**src/shared/pcoc_params.svh**
```systemverilog
// Constants for the channel operational control register bank.
// Assumes an APB slave with 16-bit byte addresses and 32-bit data.
`ifndef PCOC_PARAMS_SVH
`define PCOC_PARAMS_SVH

// Register indices; the byte address is four times the index.
`define PCOC_IDX_SYNC     14'h0A20
`define PCOC_IDX_OUT      14'h0A21
`define PCOC_IDX_USER     14'h0A22
`define PCOC_IDX_STATUS   14'h0D22
`define PCOC_IDX_UPDATE   14'h000F

// Sync, calibration and power-down register fields.
`define PCOC_SOFT_SYNC    2
`define PCOC_CALIBRATE    1
`define PCOC_CH_PWDN      0
`define PCOC_SYNC_MASK    8'h07

// Output power control register fields.
`define PCOC_DIS_B        3
`define PCOC_DIS_A        2
`define PCOC_PD_B         1
`define PCOC_PD_A         0
`define PCOC_OUT_MASK     8'h0F

// Reference and user mode register fields.
`define PCOC_REF_HI       6
`define PCOC_REF_LO       5
`define PCOC_SWM_HI       4
`define PCOC_SWM_LO       2
`define PCOC_USER_HOLD    1
`define PCOC_USER_FREE    0
`define PCOC_USER_MASK    8'h7F

// Status and update fields.
`define PCOC_HIST_BIT     0
`define PCOC_UPDATE_BIT   0

`define PCOC_REG_RESET    8'h00
`define PCOC_ZERO_PAD     24'h00_0000

`endif

```
**src/shared/pcoc_pkg.sv**
```systemverilog
// Types shared by the channel control bank and its loop mode decoder.
// Assumes the constants header is included by the files that need numbers.
`default_nettype none

package pcoc_pkg;

  typedef enum logic [1:0] {
    PCOC_LOOP_NORMAL   = 2'b00,
    PCOC_LOOP_HOLDOVER = 2'b01,
    PCOC_LOOP_FREERUN  = 2'b11
  } pcoc_loop_t;

endpackage : pcoc_pkg

`default_nettype wire

```
**src/shared/pcoc_mode_if.sv**
```systemverilog
// Carries the forcing requests to the loop mode decoder and its answer back.
// Assumes both ends sit in the same clock domain.
`timescale 1ns/1ps
`default_nettype none

interface pcoc_mode_if;
  import pcoc_pkg::*;
  logic       holdReq;
  logic       freeReq;
  logic       histAvail;
  pcoc_loop_t mode;

  modport ctrl (output holdReq, output freeReq, output histAvail, input mode);
  modport dec  (input holdReq, input freeReq, input histAvail, output mode);
endinterface : pcoc_mode_if

`default_nettype wire

```
**src/design/pcoc_loop_mode.sv**
```systemverilog
// Decides the forced operating mode of the digital loop.
// Assumes requests come from the control registers of the same clock.
`timescale 1ns/1ps
`default_nettype none

module pcoc_loop_mode (
  pcoc_mode_if.dec m
);
  import pcoc_pkg::*;

  // Free run wins over holdover, since it is the stronger forcing request.
  always_comb begin
    // RULE14 forced free run
    if (m.freeReq) begin
      m.mode = PCOC_LOOP_FREERUN;
    // RULE11 forced holdover
    end else if (m.holdReq) begin
      // RULE12 no history, free run
      m.mode = m.histAvail ? PCOC_LOOP_HOLDOVER : PCOC_LOOP_FREERUN;
    end else begin
      m.mode = PCOC_LOOP_NORMAL;
    end
  end
endmodule : pcoc_loop_mode

`default_nettype wire

```
**src/design/pcoc_channel_ctrl.sv**
```systemverilog
// Operational control registers of one clock synthesis channel, on APB.
// Assumes a zero-wait APB master and loop status inputs on the same clock.
//
// Design decision made here: the APB register port.
`timescale 1ns/1ps
`default_nettype none
`include "pcoc_params.svh"

// How it works
// RULE1 - Soft sync stalls unmasked outputs, restart on clear
// RULE2 - Calibration starts on update after rising bit
// RULE3 - Software clears calibrate bit before recalibrating
// RULE4 - Power-down bit puts channel in deep sleep
// RULE5 - Disable bit powers down only that driver
// RULE6 - Power-down bit stops that divider and driver
// RULE7 - Manual reference field picks reference A to D
// RULE8 - Mode codes 000 and 001 are automatic
// RULE9 - Codes 010 to 100 select manual reference
// RULE10 - Codes 101 to 111 are reserved
// RULE11 - Holdover bit forces holdover until cleared
// RULE12 - Without history forced holdover becomes free run
// RULE13 - Status bit zero reports history available
// RULE14 - Free run bit forces free run until cleared
// RULE15 - Reserved bits reset and read as zero
module pcoc_channel_ctrl (
  input  wire logic                clock,
  input  wire logic                rst,
  input  wire logic                psel,
  input  wire logic                penable,
  input  wire logic                pwrite,
  input  wire logic [15:0]         paddr,
  input  wire logic [31:0]         pwdata,
  output var  logic [31:0]         prdata,
  output var  logic                pready,
  output var  logic                pslverr,
  input  wire logic                syncMaskA,
  input  wire logic                syncMaskB,
  input  wire logic                historyAvailable,
  output var  logic                stallA,
  output var  logic                stallB,
  output var  logic                syncRestart,
  output var  logic                calStart,
  output var  logic                deepSleep,
  output var  logic                driverOffA,
  output var  logic                driverOffB,
  output var  logic                dividerOffA,
  output var  logic                dividerOffB,
  output var  logic [1:0]          refSelect,
  output var  logic [2:0]          switchMode,
  output var  pcoc_pkg::pcoc_loop_t loopMode
);
  import pcoc_pkg::*;

  function automatic logic [15:0] byteAddr(input logic [13:0] idx);
    byteAddr = {idx, 2'b00};
  endfunction : byteAddr

  //////////////////////////////////////////////////////////////////////////////

  logic [7:0]  syncReg, syncNext;
  logic [7:0]  outReg, outNext;
  logic [7:0]  userReg, userNext;
  logic        updReg, updNext;
  logic        calArmedReg, calArmedNext;
  logic        calStartReg, calStartNext;
  logic        restartReg, restartNext;
  logic        stallAReg, stallANext;
  logic        stallBReg, stallBNext;
  logic        sleepReg, sleepNext;
  logic        drvAReg, drvANext;
  logic        drvBReg, drvBNext;
  logic        divAReg, divANext;
  logic        divBReg, divBNext;
  logic [1:0]  refReg, refNext;
  logic [2:0]  swmReg, swmNext;
  pcoc_loop_t  loopReg;
  logic [31:0] rdataReg, rdataNext;
  logic        errReg, errNext;
  logic        readyReg;
  logic        wrEn;
  logic        setup;

  pcoc_mode_if modeBus ();

  pcoc_loop_mode u_loop_mode (
    .m (modeBus.dec)
  );

  assign modeBus.holdReq   = userNext[`PCOC_USER_HOLD];
  assign modeBus.freeReq   = userNext[`PCOC_USER_FREE];
  assign modeBus.histAvail = historyAvailable;

  //////////////////////////////////////////////////////////////////////////////

  // Writes land at the access edge; the slave never inserts wait states.
  always_comb begin
    wrEn     = psel && penable && pwrite && readyReg;
    setup    = psel && !penable;
    syncNext = syncReg;
    outNext  = outReg;
    userNext = userReg;
    // RULE15 reserved bits masked
    if (wrEn && paddr == byteAddr(`PCOC_IDX_SYNC)) begin
      syncNext = pwdata[7:0] & `PCOC_SYNC_MASK;
    end
    if (wrEn && paddr == byteAddr(`PCOC_IDX_OUT)) begin
      outNext = pwdata[7:0] & `PCOC_OUT_MASK;
    end
    if (wrEn && paddr == byteAddr(`PCOC_IDX_USER)) begin
      userNext = pwdata[7:0] & `PCOC_USER_MASK;
    end
    updNext = wrEn && paddr == byteAddr(`PCOC_IDX_UPDATE) && pwdata[`PCOC_UPDATE_BIT];
  end

  // The calibrate bit is level storage only; the arm flag remembers its rise
  // so that a later update can still start the calibration.
  always_comb begin
    // RULE2 fire on update
    calStartNext = updReg && calArmedReg;
    calArmedNext = updReg ? 1'b0 : calArmedReg;
    // RULE2 arm on rise
    if (syncNext[`PCOC_CALIBRATE] && !syncReg[`PCOC_CALIBRATE]) begin
      calArmedNext = 1'b1;
    end
  end

  always_comb begin
    // RULE1 stall unmasked outputs
    stallANext  = syncNext[`PCOC_SOFT_SYNC] && !syncMaskA;
    stallBNext  = syncNext[`PCOC_SOFT_SYNC] && !syncMaskB;
    // RULE1 restart on clear
    restartNext = syncReg[`PCOC_SOFT_SYNC] && !syncNext[`PCOC_SOFT_SYNC];
    // RULE4 channel deep sleep
    sleepNext   = syncNext[`PCOC_CH_PWDN];
    // RULE5 driver only disable
    drvANext    = outNext[`PCOC_DIS_A] || outNext[`PCOC_PD_A];
    drvBNext    = outNext[`PCOC_DIS_B] || outNext[`PCOC_PD_B];
    // RULE6 divider and driver
    divANext    = outNext[`PCOC_PD_A];
    divBNext    = outNext[`PCOC_PD_B];
    // RULE7 manual reference select
    refNext     = userNext[`PCOC_REF_HI:`PCOC_REF_LO];
    // RULE8 RULE9 switching mode passed on
    swmNext     = userNext[`PCOC_SWM_HI:`PCOC_SWM_LO];
  end

  // Read data is captured in the setup cycle so it is stable for the access.
  always_comb begin
    rdataNext = rdataReg;
    errNext   = errReg;
    if (setup) begin
      errNext = 1'b0;
      unique case (paddr)
        byteAddr(`PCOC_IDX_SYNC):   rdataNext = {`PCOC_ZERO_PAD, syncReg};
        byteAddr(`PCOC_IDX_OUT):    rdataNext = {`PCOC_ZERO_PAD, outReg};
        byteAddr(`PCOC_IDX_USER):   rdataNext = {`PCOC_ZERO_PAD, userReg};
        // RULE13 history available readback
        byteAddr(`PCOC_IDX_STATUS): rdataNext = {31'h0000_0000, historyAvailable};
        byteAddr(`PCOC_IDX_UPDATE): rdataNext = 32'h0000_0000;
        default: begin
          rdataNext = 32'h0000_0000;
          errNext   = 1'b1;
        end
      endcase
    end
  end

  //////////////////////////////////////////////////////////////////////////////

  always_ff @(posedge clock or posedge rst) begin
    if (rst) begin
      syncReg     <= `PCOC_REG_RESET;
      outReg      <= `PCOC_REG_RESET;
      userReg     <= `PCOC_REG_RESET;
      updReg      <= 1'b0;
      calArmedReg <= 1'b0;
      calStartReg <= 1'b0;
      restartReg  <= 1'b0;
      stallAReg   <= 1'b0;
      stallBReg   <= 1'b0;
      sleepReg    <= 1'b0;
      drvAReg     <= 1'b0;
      drvBReg     <= 1'b0;
      divAReg     <= 1'b0;
      divBReg     <= 1'b0;
      refReg      <= 2'b00;
      swmReg      <= 3'b000;
      loopReg     <= PCOC_LOOP_NORMAL;
      rdataReg    <= 32'h0000_0000;
      errReg      <= 1'b0;
      readyReg    <= 1'b0;
    end else begin
      syncReg     <= syncNext;
      outReg      <= outNext;
      userReg     <= userNext;
      updReg      <= updNext;
      calArmedReg <= calArmedNext;
      calStartReg <= calStartNext;
      restartReg  <= restartNext;
      stallAReg   <= stallANext;
      stallBReg   <= stallBNext;
      sleepReg    <= sleepNext;
      drvAReg     <= drvANext;
      drvBReg     <= drvBNext;
      divAReg     <= divANext;
      divBReg     <= divBNext;
      refReg      <= refNext;
      swmReg      <= swmNext;
      loopReg     <= modeBus.mode;
      rdataReg    <= rdataNext;
      errReg      <= errNext;
      readyReg    <= 1'b1;
    end
  end

  assign prdata      = rdataReg;
  assign pready      = readyReg;
  assign pslverr     = errReg;
  assign stallA      = stallAReg;
  assign stallB      = stallBReg;
  assign syncRestart = restartReg;
  assign calStart    = calStartReg;
  assign deepSleep   = sleepReg;
  assign driverOffA  = drvAReg;
  assign driverOffB  = drvBReg;
  assign dividerOffA = divAReg;
  assign dividerOffB = divBReg;
  assign refSelect   = refReg;
  assign switchMode  = swmReg;
  assign loopMode    = loopReg;

  //////////////////////////////////////////////////////////////////////////////

  property p_stall_follows;
    @(posedge clock) disable iff (rst)
      stallAReg == (syncReg[`PCOC_SOFT_SYNC] && !$past(syncMaskA));
  endproperty
  a_stall_follows: assert property (p_stall_follows) else $error("stall A wrong."); // RULE1

  property p_restart_pulse;
    @(posedge clock) disable iff (rst)
      $fell(syncReg[`PCOC_SOFT_SYNC]) |-> restartReg ##1 !restartReg;
  endproperty
  a_restart_pulse: assert property (p_restart_pulse) else $error("no restart."); // RULE1

  property p_cal_on_update;
    @(posedge clock) disable iff (rst)
      calStartReg |-> $past(updReg) && $past(calArmedReg);
  endproperty
  a_cal_on_update: assert property (p_cal_on_update) else $error("stray cal."); // RULE2

  property p_cal_fires;
    @(posedge clock) disable iff (rst)
      first_match($rose(syncReg[`PCOC_CALIBRATE]) ##[1:20] updReg) |=> calStartReg;
  endproperty
  a_cal_fires: assert property (p_cal_fires) else $error("cal missed."); // RULE2

  property p_sleep;
    @(posedge clock) disable iff (rst)
      deepSleep == syncReg[`PCOC_CH_PWDN];
  endproperty
  a_sleep: assert property (p_sleep) else $error("sleep mismatch."); // RULE4

  property p_disable_only_driver;
    @(posedge clock) disable iff (rst)
      outReg[`PCOC_DIS_B] && !outReg[`PCOC_PD_B] |-> driverOffB && !dividerOffB;
  endproperty
  a_disable_only_driver: assert property (p_disable_only_driver) else $error("dis B."); // RULE5

  property p_powerdown_both;
    @(posedge clock) disable iff (rst)
      outReg[`PCOC_PD_A] |-> driverOffA && dividerOffA;
  endproperty
  a_powerdown_both: assert property (p_powerdown_both) else $error("pd A."); // RULE6

  property p_ref_and_mode;
    @(posedge clock) disable iff (rst)
      refSelect == userReg[`PCOC_REF_HI:`PCOC_REF_LO] &&
      switchMode == userReg[`PCOC_SWM_HI:`PCOC_SWM_LO];
  endproperty
  a_ref_and_mode: assert property (p_ref_and_mode) else $error("ref or mode."); // RULE7

  property p_holdover;
    @(posedge clock) disable iff (rst)
      userReg[`PCOC_USER_HOLD] && !userReg[`PCOC_USER_FREE] && $past(historyAvailable)
        |-> loopMode == PCOC_LOOP_HOLDOVER;
  endproperty
  a_holdover: assert property (p_holdover) else $error("no holdover."); // RULE11

  property p_no_history;
    @(posedge clock) disable iff (rst)
      userReg[`PCOC_USER_HOLD] && !$past(historyAvailable) |-> loopMode == PCOC_LOOP_FREERUN;
  endproperty
  a_no_history: assert property (p_no_history) else $error("no free run."); // RULE12

  property p_status_read;
    @(posedge clock) disable iff (rst)
      setup && paddr == byteAddr(`PCOC_IDX_STATUS) |=> prdata[0] == $past(historyAvailable);
  endproperty
  a_status_read: assert property (p_status_read) else $error("status bad."); // RULE13

  property p_freerun;
    @(posedge clock) disable iff (rst)
      userReg[`PCOC_USER_FREE] |-> loopMode == PCOC_LOOP_FREERUN;
  endproperty
  a_freerun: assert property (p_freerun) else $error("free run lost."); // RULE14

  property p_reserved_zero;
    @(posedge clock) disable iff (rst)
      (syncReg & ~`PCOC_SYNC_MASK) == 8'h00 && (outReg & ~`PCOC_OUT_MASK) == 8'h00 &&
      userReg[7] == 1'b0;
  endproperty
  a_reserved_zero: assert property (p_reserved_zero) else $error("reserved set."); // RULE15

endmodule : pcoc_channel_ctrl

`default_nettype wire

```
**config.mk**
```make
export PLATFORM = sky130hd
export DESIGN_NAME = pcoc_channel_ctrl
export DESIGN_NICKNAME = d
export VERILOG_FILES = /design/src/shared/pcoc_pkg.sv /design/src/shared/pcoc_mode_if.sv /design/src/design/pcoc_loop_mode.sv /design/src/design/pcoc_channel_ctrl.sv
export VERILOG_INCLUDE_DIRS = /design/src /design/src/shared
export SDC_FILE = /design/constraint.sdc
export NUM_CORES = 1
export LEC_CHECK = 0
export BUFFER_PORTS_ARGS = -buffer_cell sky130_fd_sc_hd__buf_2
export CAP_MARGIN = 20
export CELL_PAD_IN_SITES_DETAIL_PLACEMENT = 0
export CELL_PAD_IN_SITES_GLOBAL_PLACEMENT = 1
export CORE_MARGIN = 4
export CORE_UTILIZATION = 33
export DETAILED_ROUTE_END_ITERATION = 10
export PLACE_DENSITY_LB_ADDON = 0.1
export SYNTH_ARGS = -nofsm -noshare
export SYNTH_HDL_FRONTEND = slang
export SYNTH_SLANG_ARGS = --single-unit
```
**constraint.sdc**
```tcl
create_clock -name clock -period 3.6 [get_ports clock]
set_input_delay 0.36 -clock clock [delete_from_list [all_inputs] [get_ports clock]]
set_output_delay 0.36 -clock clock [all_outputs]
set_load 0.005 [all_outputs]
```
# Yosys cells after proc, flatten, opt, wreduce, memory -nomap -nowiden
# Cells that the tools add are included.
totals:
  regBits: 66
  latchBits: 0
  mem_bits_rw: 0
  mem_bits_ro: 0
  inputBits: 56
  out_inout_bits: 50
  wordCells: 58
  n_memories: 0
classes:
  add_sub_neg: 0
  mul: 0
  div: 0
  n_lt_le_gt_ge: 0
  n_eq_ne: 5
  n_shift: 0
  n_mux: 10
  bitwise: 0
  reduce_logical: 23
op_table:
  columns: ["cell", "count"]
  rows:
  - ["$eq 16x14->1 const B", 4]
  - ["$pmux 7 s4", 1]
  - ["$eq 16x6->1 const B", 1]
  - ["$logic_and 1x1->1", 14]
  - ["$mux 7", 1]
  - ["$mux 2", 3]
  - ["$logic_not 1->1", 5]
  - ["$reduce_or 5->1", 1]
  - ["$mux 4", 1]
  - ["$mux 1", 3]
  - ["$mux 3", 1]
  - ["$logic_or 1x1->1", 2]
  - ["$reduce_bool 2->1", 1]

# Logic depth before layout (Yosys ltp)
# Gate-level depths: netlist (run 1).
logic_depth:
  word_depth: 7
  ltp_mapped: 6
  ltp_nobuf: 5

# Modules after synthesis
# A second synthesis (run 1) with hierarchy kept.
unflattened:
  cells_unflattened: 164
  hier_area_um2: 1790.5
modules_own_cells:
  columns: ["mod", "instances", "cells_per_inst", "area_per_inst_um2", "seq_area_each_um2"]
  rows:
  - ["pcoc_channel_ctrl", 1, 161, 1773.0, 825.8]
  - ["pcoc_loop_mode", 1, 3, 17.5, 0.0]

# Worst setup path before layout (run 1)
# OpenSTA, ideal clock, no wires.
synth_timing:
  kind: "in2reg"
  from: "input port paddr[9]"
  to: "register loopReg[1] (netlist: loopMode[1])"
  setup_time_ps: 118
  arrival_time_ps: 1788
  required_ps: 3482
  slack_ps: 1694
  path_stages: 5
  path_buffers: 0
  cell_sequence: "nor4_4 -> nand4_4 -> nor3_4 -> mux2_4 -> a21o_1"
synth_via:
  elab_chain_cells: 5
synth_rtl:
  columns: ["item", "line", "text"]
  rows:
  - ["start: declaration", "pcoc_channel_ctrl.sv:31", "input wire logic [15:0] paddr,"]
  - ["$eq 16x14->1", "pcoc_channel_ctrl.sv:109", "if (wrEn && paddr == byteAddr(`PCOC_IDX_USER)) begin"]
  - ["$logic_and 1x1->1", "pcoc_channel_ctrl.sv:109", null]
  - ["$mux 7", "pcoc_channel_ctrl.sv:109", null]
  - ["via u_loop_mode.m.holdReq", "pcoc_mode_if.sv:14", "modport dec (input holdReq, input freeReq, input histAvail, output mode);"]
  - ["$mux 2", "pcoc_loop_mode.sv:17", "end else if (m.holdReq) begin"]
  - ["$mux 2", "pcoc_loop_mode.sv:14", "if (m.freeReq) begin"]
  - ["via modeBus.mode[1]", "pcoc_mode_if.sv:11", "pcoc_loop_t mode;"]
  - ["end signal: assignment", "pcoc_channel_ctrl.sv:209", "loopReg <= modeBus.mode;"]
  - ["end: declaration", "pcoc_channel_ctrl.sv:76", "pcoc_loop_t loopReg;"]
# The timed path passes the listed nets, and every way through them passes these cells.
# A chain may end at the register's enable or synchronous reset.

# Final worst setup path (run 1)
# Ends and elaborated chain as after synthesis.

==> results.yml, run 1 <==
logic_synthesis:
  synthMuxAreaShare: 0.1112
  yosysWarnings: 0
  synth_edf_count: 0
  synthAdderAreaFrac: 0
  synthCells: 157
  yosysTopAreaCell: "dfrtp_1"
  yosysSeqAreaShare: 0.4735
  synth_area_per_cell_um2: 11.11
  syn_area_um2: 1744
  yosysUniqueCellTypes: 39
  synth_seq_cells: 33
  synth_compound_area_frac: 0.07461
  async_flop_share: 1.000
  synth_ff_type: "dfrtp_1"
  synth-xor-area-share: 0
  netlist.area_leader.share: 0.4735
  synth_top_family_by_area: "simple AND/OR/NAND/NOR gates"
  synthTopCellsByArea: "dfrtp_1, buf_4, mux2_2"
  synthSimpleGateAreaFrac: 0.1901
drt:
  drt_iter0_drc: 62
  vias: 1292
  vias_per_cell: 4.582
  first_pass_iters: 4
  drc: 0
  antenna_left: 0
  wl_per_cell_um: 14.02
  wl_mm: 3.953
grt:
  grt_max_degree: 24
  grt_usage: 0.1253
  grt_pass1_wl_mm: 6.147
  antenna_found_initial: 0
  grt-ovfl-total: 0
  grt_pass1_vias: 1209
floorplan:
  die_area_um2: 6512
  die_w_um: 80.70
  start_util: 0.3415
  core_area_um2: 5107
  fp-row-count: 26
  ios: 106
  die_h_um: 80.70
critical_path:
  crit_type: "input port to register"
  setup.worst_path.start_class: "input port"
  critPathSlowestCell: "nor3_4"
  crit_fanout: 10
  crit_chain: "buf_2 > nor4_4 > nand4_4 > nor3_4 > mux2_4 > a21o_1"
  max_stage_delay_ns: 0.50
  cp.required_ns: 3.77
  cp-end-kind: "register"
  cp.arrival_ns: 2.14
clock_tree:
  ctsLongestPathBuffers: 2
  cts-root-buf: "clkbuf_8"
  cts_buffers: 5
  hold_buffers: 0
  cts_tree: "built"
  cts_setup_buffers: 0
  clkTransAtPathRegs_ns: 0.06
  htreeDepth: 2
  post_cts_resize_count: 0
  clkSinkCount: 33
  clk_latency_ns: 0.28
sta:
  max_freq_mhz: 508.8
  fin_skew_ns: 0.003497
  finalMaxSlewViolations: 0
  period_needed_ns: 1.965
  worst_pin_slew_ns: 0.8860
  slew_headroom: 0.4087
  rsz0062_at_grt: "no"
  setup_viol: 0
  min_period_over_period: 0.5459
  hold_viol_final: 0
  setup_tns_ns: 0
  hold_ws_ns: 0.2225
final_layout:
  insertedDiodeCount: 0
  fin_cells: 282
  final_area_um2: 2058
  multi_input_area_um2: 753.2
  fillers: 543
  drive_gt1_frac: 0.3821
  synthToLayoutAreaGrowth_pct: 18.01
  seq_area_um2: 825.8
  layout.nets: 268
pwr:
  finalPower_uw: 706.9
  p_leak_uw: 0.001116
  p_per_area_nw_per_um2: 343.4
  peakVddDrop_uv: 162.6
placement:
  port_buffers: 55
  dp_hpwl_mm: 3.130
  dpl-instance-area_um2: 1972
  dp_cells: 275
  place.gp.congestion: 0.7415
min_path:
  hold_class: "input port to register"
flow_run:
  drv_cap: 0
run_status:
  outcome: "finished, final reports clean"
-- kinds of logic after synthesis --
group | count (synthesis)
multiplexers | 17
other | 2
AO/OA/AOI/OAI | 18
flip-flops | 33
AND/OR/NAND/NOR | 49
buffers and inverters | 38
-- registers in the layout, summed over array words and instances (netlist names), 2 cells and up --
signal	cells
loopMode	2
outReg	4
prdata	7
switchMode	2
syncReg	3
userReg	4
-- final timing paths --
check                          start            to  slack (ns)  cells past startpoint
setup / recovery            paddr[9]   loopMode[1]        1.63                      6
max in group asynchronous        rst     prdata[1]        2.65                      3
setup reg to reg              pready   loopMode[1]        1.88                      4
min in group asynchronous        rst  refSelect[0]        0.26                      2
hold reg to reg               updReg   calArmedReg        0.47                      1
hold / removal             syncMaskB        stallB        0.22                      2
-- per-stage QoR --
stage	utilization	worst slack, ns
after global placement	0.3861	1.330
final	0.4030	1.635
after global routing	0.4030	1.471
after CTS	0.4030	1.616
after floorplan	-	1.694
after detailed placement	0.3861	1.320
-- placed cells by master (no fill, tap or decap), types with 2 or more instances in the layout --
cell and count:
dfrtp_1 33, nand2_1 9, clkbuf_8 6, nor4_1 4, nand4_1 4, mux2_2 11
a22o_1 3, nand2b_1 2, mux2_4 2, and3_1 2, inv_1 6, mux2i_1 4
nor4_4 2, a221o_1 2, nor2_1 8, o21ai_0 2, conb_1 26, nand4b_1 2
a21oi_1 4, buf_2 55, nor3_1 5
-- layout make-up --
class / count / share of cell area
Inverter: 6 / 0.01094
Tap cell: 70 / 0.04255
Timing Repair Buffer: 56 / 0.1374
Multi-Input combinational cell: 110 / 0.3660
Clock buffer: 7 / 0.04195
Sequential cell: 33 / 0.4012
-- power breakdown --
part	switching, uW	internal (uW)
logic	39.4	20.5
clock network	122	151
registers	1.08	373
-- critical path, delay by kind of cell --
family / cells / cell delay, ns
multiplexers: 1 / 0.35
buffers and inverters: 1 / 0.11
AO/OA/AOI/OAI: 1 / 0.18
AND/OR/NAND/NOR: 3 / 1.13
-- synth_stat cells (2+ instances only) --
cell	n
dfrtp_1	33
buf_4	30
mux2_2	11
nand2_1	9
nor2_1	8
inv_1	6
nor3_1	5
a21oi_1	4
mux2i_1	4
nand4_1	4
nor4_1	4
a22o_1	3
a221o_1	2
and3_1	2
clkbuf_1	2
conb_1	2
mux2_4	2
nand2b_1	2
nand4b_1	2
nor4_4	2
o21ai_0	2
-- layer usage --
metal / track usage / wire (um)
met3: 0.02803 / 246
met4: 0.05574 / 65
met2: 0.2012 / 2020
met5: 0 / 0
met1: 0.1610 / 1620
(Power assumes the default switching activity.)
==> run 2: changes to the inputs <==
Settings changed: ABC_AREA set to 1, CORE_UTILIZATION 33 to 30.
Clock period 3.6 ns to 1.95 ns, I/O delays scaled along.
==> run 2 against run 1 <==
  * The run now ends with negative hold slack left
  * Flip-flop and latch count unchanged
  * Worst setup slack got worse by 1.1 ns
  * Synthesized cell count increased by 39%
  * Non-clock buffer count increased by 2
  * Combinational power increased by 69%
==> results.yml, run 2 <==
logic_synthesis:
  synth_area_per_cell_um2: 8.271
  synth_seq_cells: 33
  yosysSeqAreaShare: 0.4580
  synthCells: 218
  netlist.area_leader.share: 0.4580
  yosysUniqueCellTypes: 26
  synthTopCellsByArea: "dfrtp_1, buf_4, nand2_1"
  synth_common_cells: "nand2_1, dfrtp_1, buf_4"
  synth_edf_count: 0
  synth_ff_type: "dfrtp_1"
  yosysTopAreaCell: "dfrtp_1"
  yosysWarnings: 0
  yosysMostFrequentCell: "nand2_1"
  async_flop_share: 1.000
  syn_area_um2: 1803
critical_path:
  r2r_end: "loopMode[0]"
  crit_fanout: 8
  crit_type: "register to register"
  reg2reg_depth: 7
  cp.arrival_ns: 1.60
  cp.required_ns: 2.12
  setup.worst_path.start_class: "register"
  ff2ff_setup_slack_ns: 0.52
  r2r_start: "pready"
  cp-end-kind: "register"
grt:
  antenna_found_initial: 0
  grt_pass1_vias: 1438
  grt-ovfl-total: 0
  grt_max_degree: 34
  grt_usage: 0.1150
  grt_pass1_wl_mm: 6.610
clock_tree:
  htreeDepth: 2
  hold_buffers: 0
  cts_setup_buffers: 0
  clkTransAtPathRegs_ns: 0.07
  cts_buffers: 5
  post_cts_resize_count: 0
  clk_latency_ns: 0.28
  cts-root-buf: "clkbuf_8"
  ctsLongestPathBuffers: 2
  cts_tree: "built"
  clkSinkCount: 33
sta:
  max_freq_mhz: 700.6
  rsz0062_at_grt: "no"
  hold_viol_final: 21
  min_period_over_period: 0.7320
  setup_tns_ns: 0
  period_needed_ns: 1.427
  setup_viol: 0
  fin_skew_ns: 0.008451
  finalMaxSlewViolations: 0
  hold_ws_ns: -0.01413
run_status:
  outcome: "finished with violations"
  violations: "negative hold slack"
floorplan:
  ios: 106
  die_area_um2: 7315
  core_area_um2: 5675
  die_w_um: 85.53
  die_h_um: 85.53
  start_util: 0.3177
  fp-row-count: 27
final_layout:
  drive_gt1_frac: 0.3225
  synthToLayoutAreaGrowth_pct: 20.54
  fillers: 631
  layout_common_cells: "nand2_1, buf_2, dfrtp_1"
  largest_reg_flops: 7
  layout.nets: 331
  insertedDiodeCount: 0
  final_common_cell: "nand2_1"
drt:
  wl_mm: 3.946
  vias: 1425
  wl_per_cell_um: 11.34
  drt_iter0_drc: 22
  drc: 0
  antenna_left: 0
  first_pass_iters: 3
  vias_per_cell: 4.095
pwr:
  peakVddDrop_uv: 401.0
  p_leak_uw: 0.001262
  p_per_area_nw_per_um2: 714.1
  finalPower_uw: 1552
flow_run:
  drv_cap: 0
placement:
  place.gp.congestion: 0.7198
  port_buffers: 55
  dp_hpwl_mm: 3.228
min_path:
  hold_class: "input port to asynchronous set/reset pin"
run 2: per-layer routing:
layer,share of wire,global-route usage,up-vias
li1,-,-,729
met1,0.42,0.1393,654
met2,0.50,0.1935,36
met3,0.064,0.03842,6
met4,0.011,0.03453,0
met5,0,0,-
run 2: cells by family after synthesis:
logic type             after synthesis  share of synthesized area
AND/OR/NAND/NOR                    105                     0.2845
buffers and inverters               62                     0.1964
flip-flops                          33                     0.4580
AO/OA/AOI/OAI                       16                    0.05691
other                                2                   0.004165
run 2: where the power goes:
part / switching (uW) / internal, uW / total, uW
logic: 64.1 / 37.1 / 101
registers: 1.81 / 689 / 691
clock network: 252 / 508 / 760
total: 318 / 1230 / 1550
run 2: worst max-delay path, stage by stage (launching register included):
cell and delay [ns]:
dfrtp_1 0.35, nand4_2 0.24, inv_1 0.19, nand3_4 0.15
inv_2 0.15, nand2_1 0.09, nand2_1 0.09, nand2_1 0.05
run 2: area by class of cell:
type | instances | area (um2) | share of cell area
Clock buffer | 5 | 68.82 | 0.03166
Clock inverter | 3 | 65.06 | 0.02994
Inverter | 30 | 112.6 | 0.05181
Multi-Input combinational cell | 147 | 713.2 | 0.3282
Sequential cell | 33 | 825.8 | 0.3800
Tap cell | 72 | 90.09 | 0.04145
Timing Repair Buffer | 58 | 297.8 | 0.1370
run 2: how the worst max path moves through the flow:
stage                         start          end  slack [ns]  depth (start not counted)
after CTS                    pready  loopMode[0]        0.49                          7
after global placement     paddr[9]   driverOffA        0.40                          9
after detailed placement  paddr[10]       stallA        0.40                         10
after global routing         pready  loopMode[0]        0.35                          7
final                        pready  loopMode[0]        0.52                          7
after floorplan              pready  loopMode[1]        0.70                          7
run 2: per-stage QoR:
step	utilization	cell area, um2	setup slack [ns]	std cells
floorplan	-	1893	0.6970	242
global placement	0.3593	2039	0.3976	340
detailed placement	0.3593	2039	0.4034	340
CTS	0.3829	2173	0.4852	348
global route	0.3829	2173	0.3510	348
finish	0.3829	2173	0.5226	348
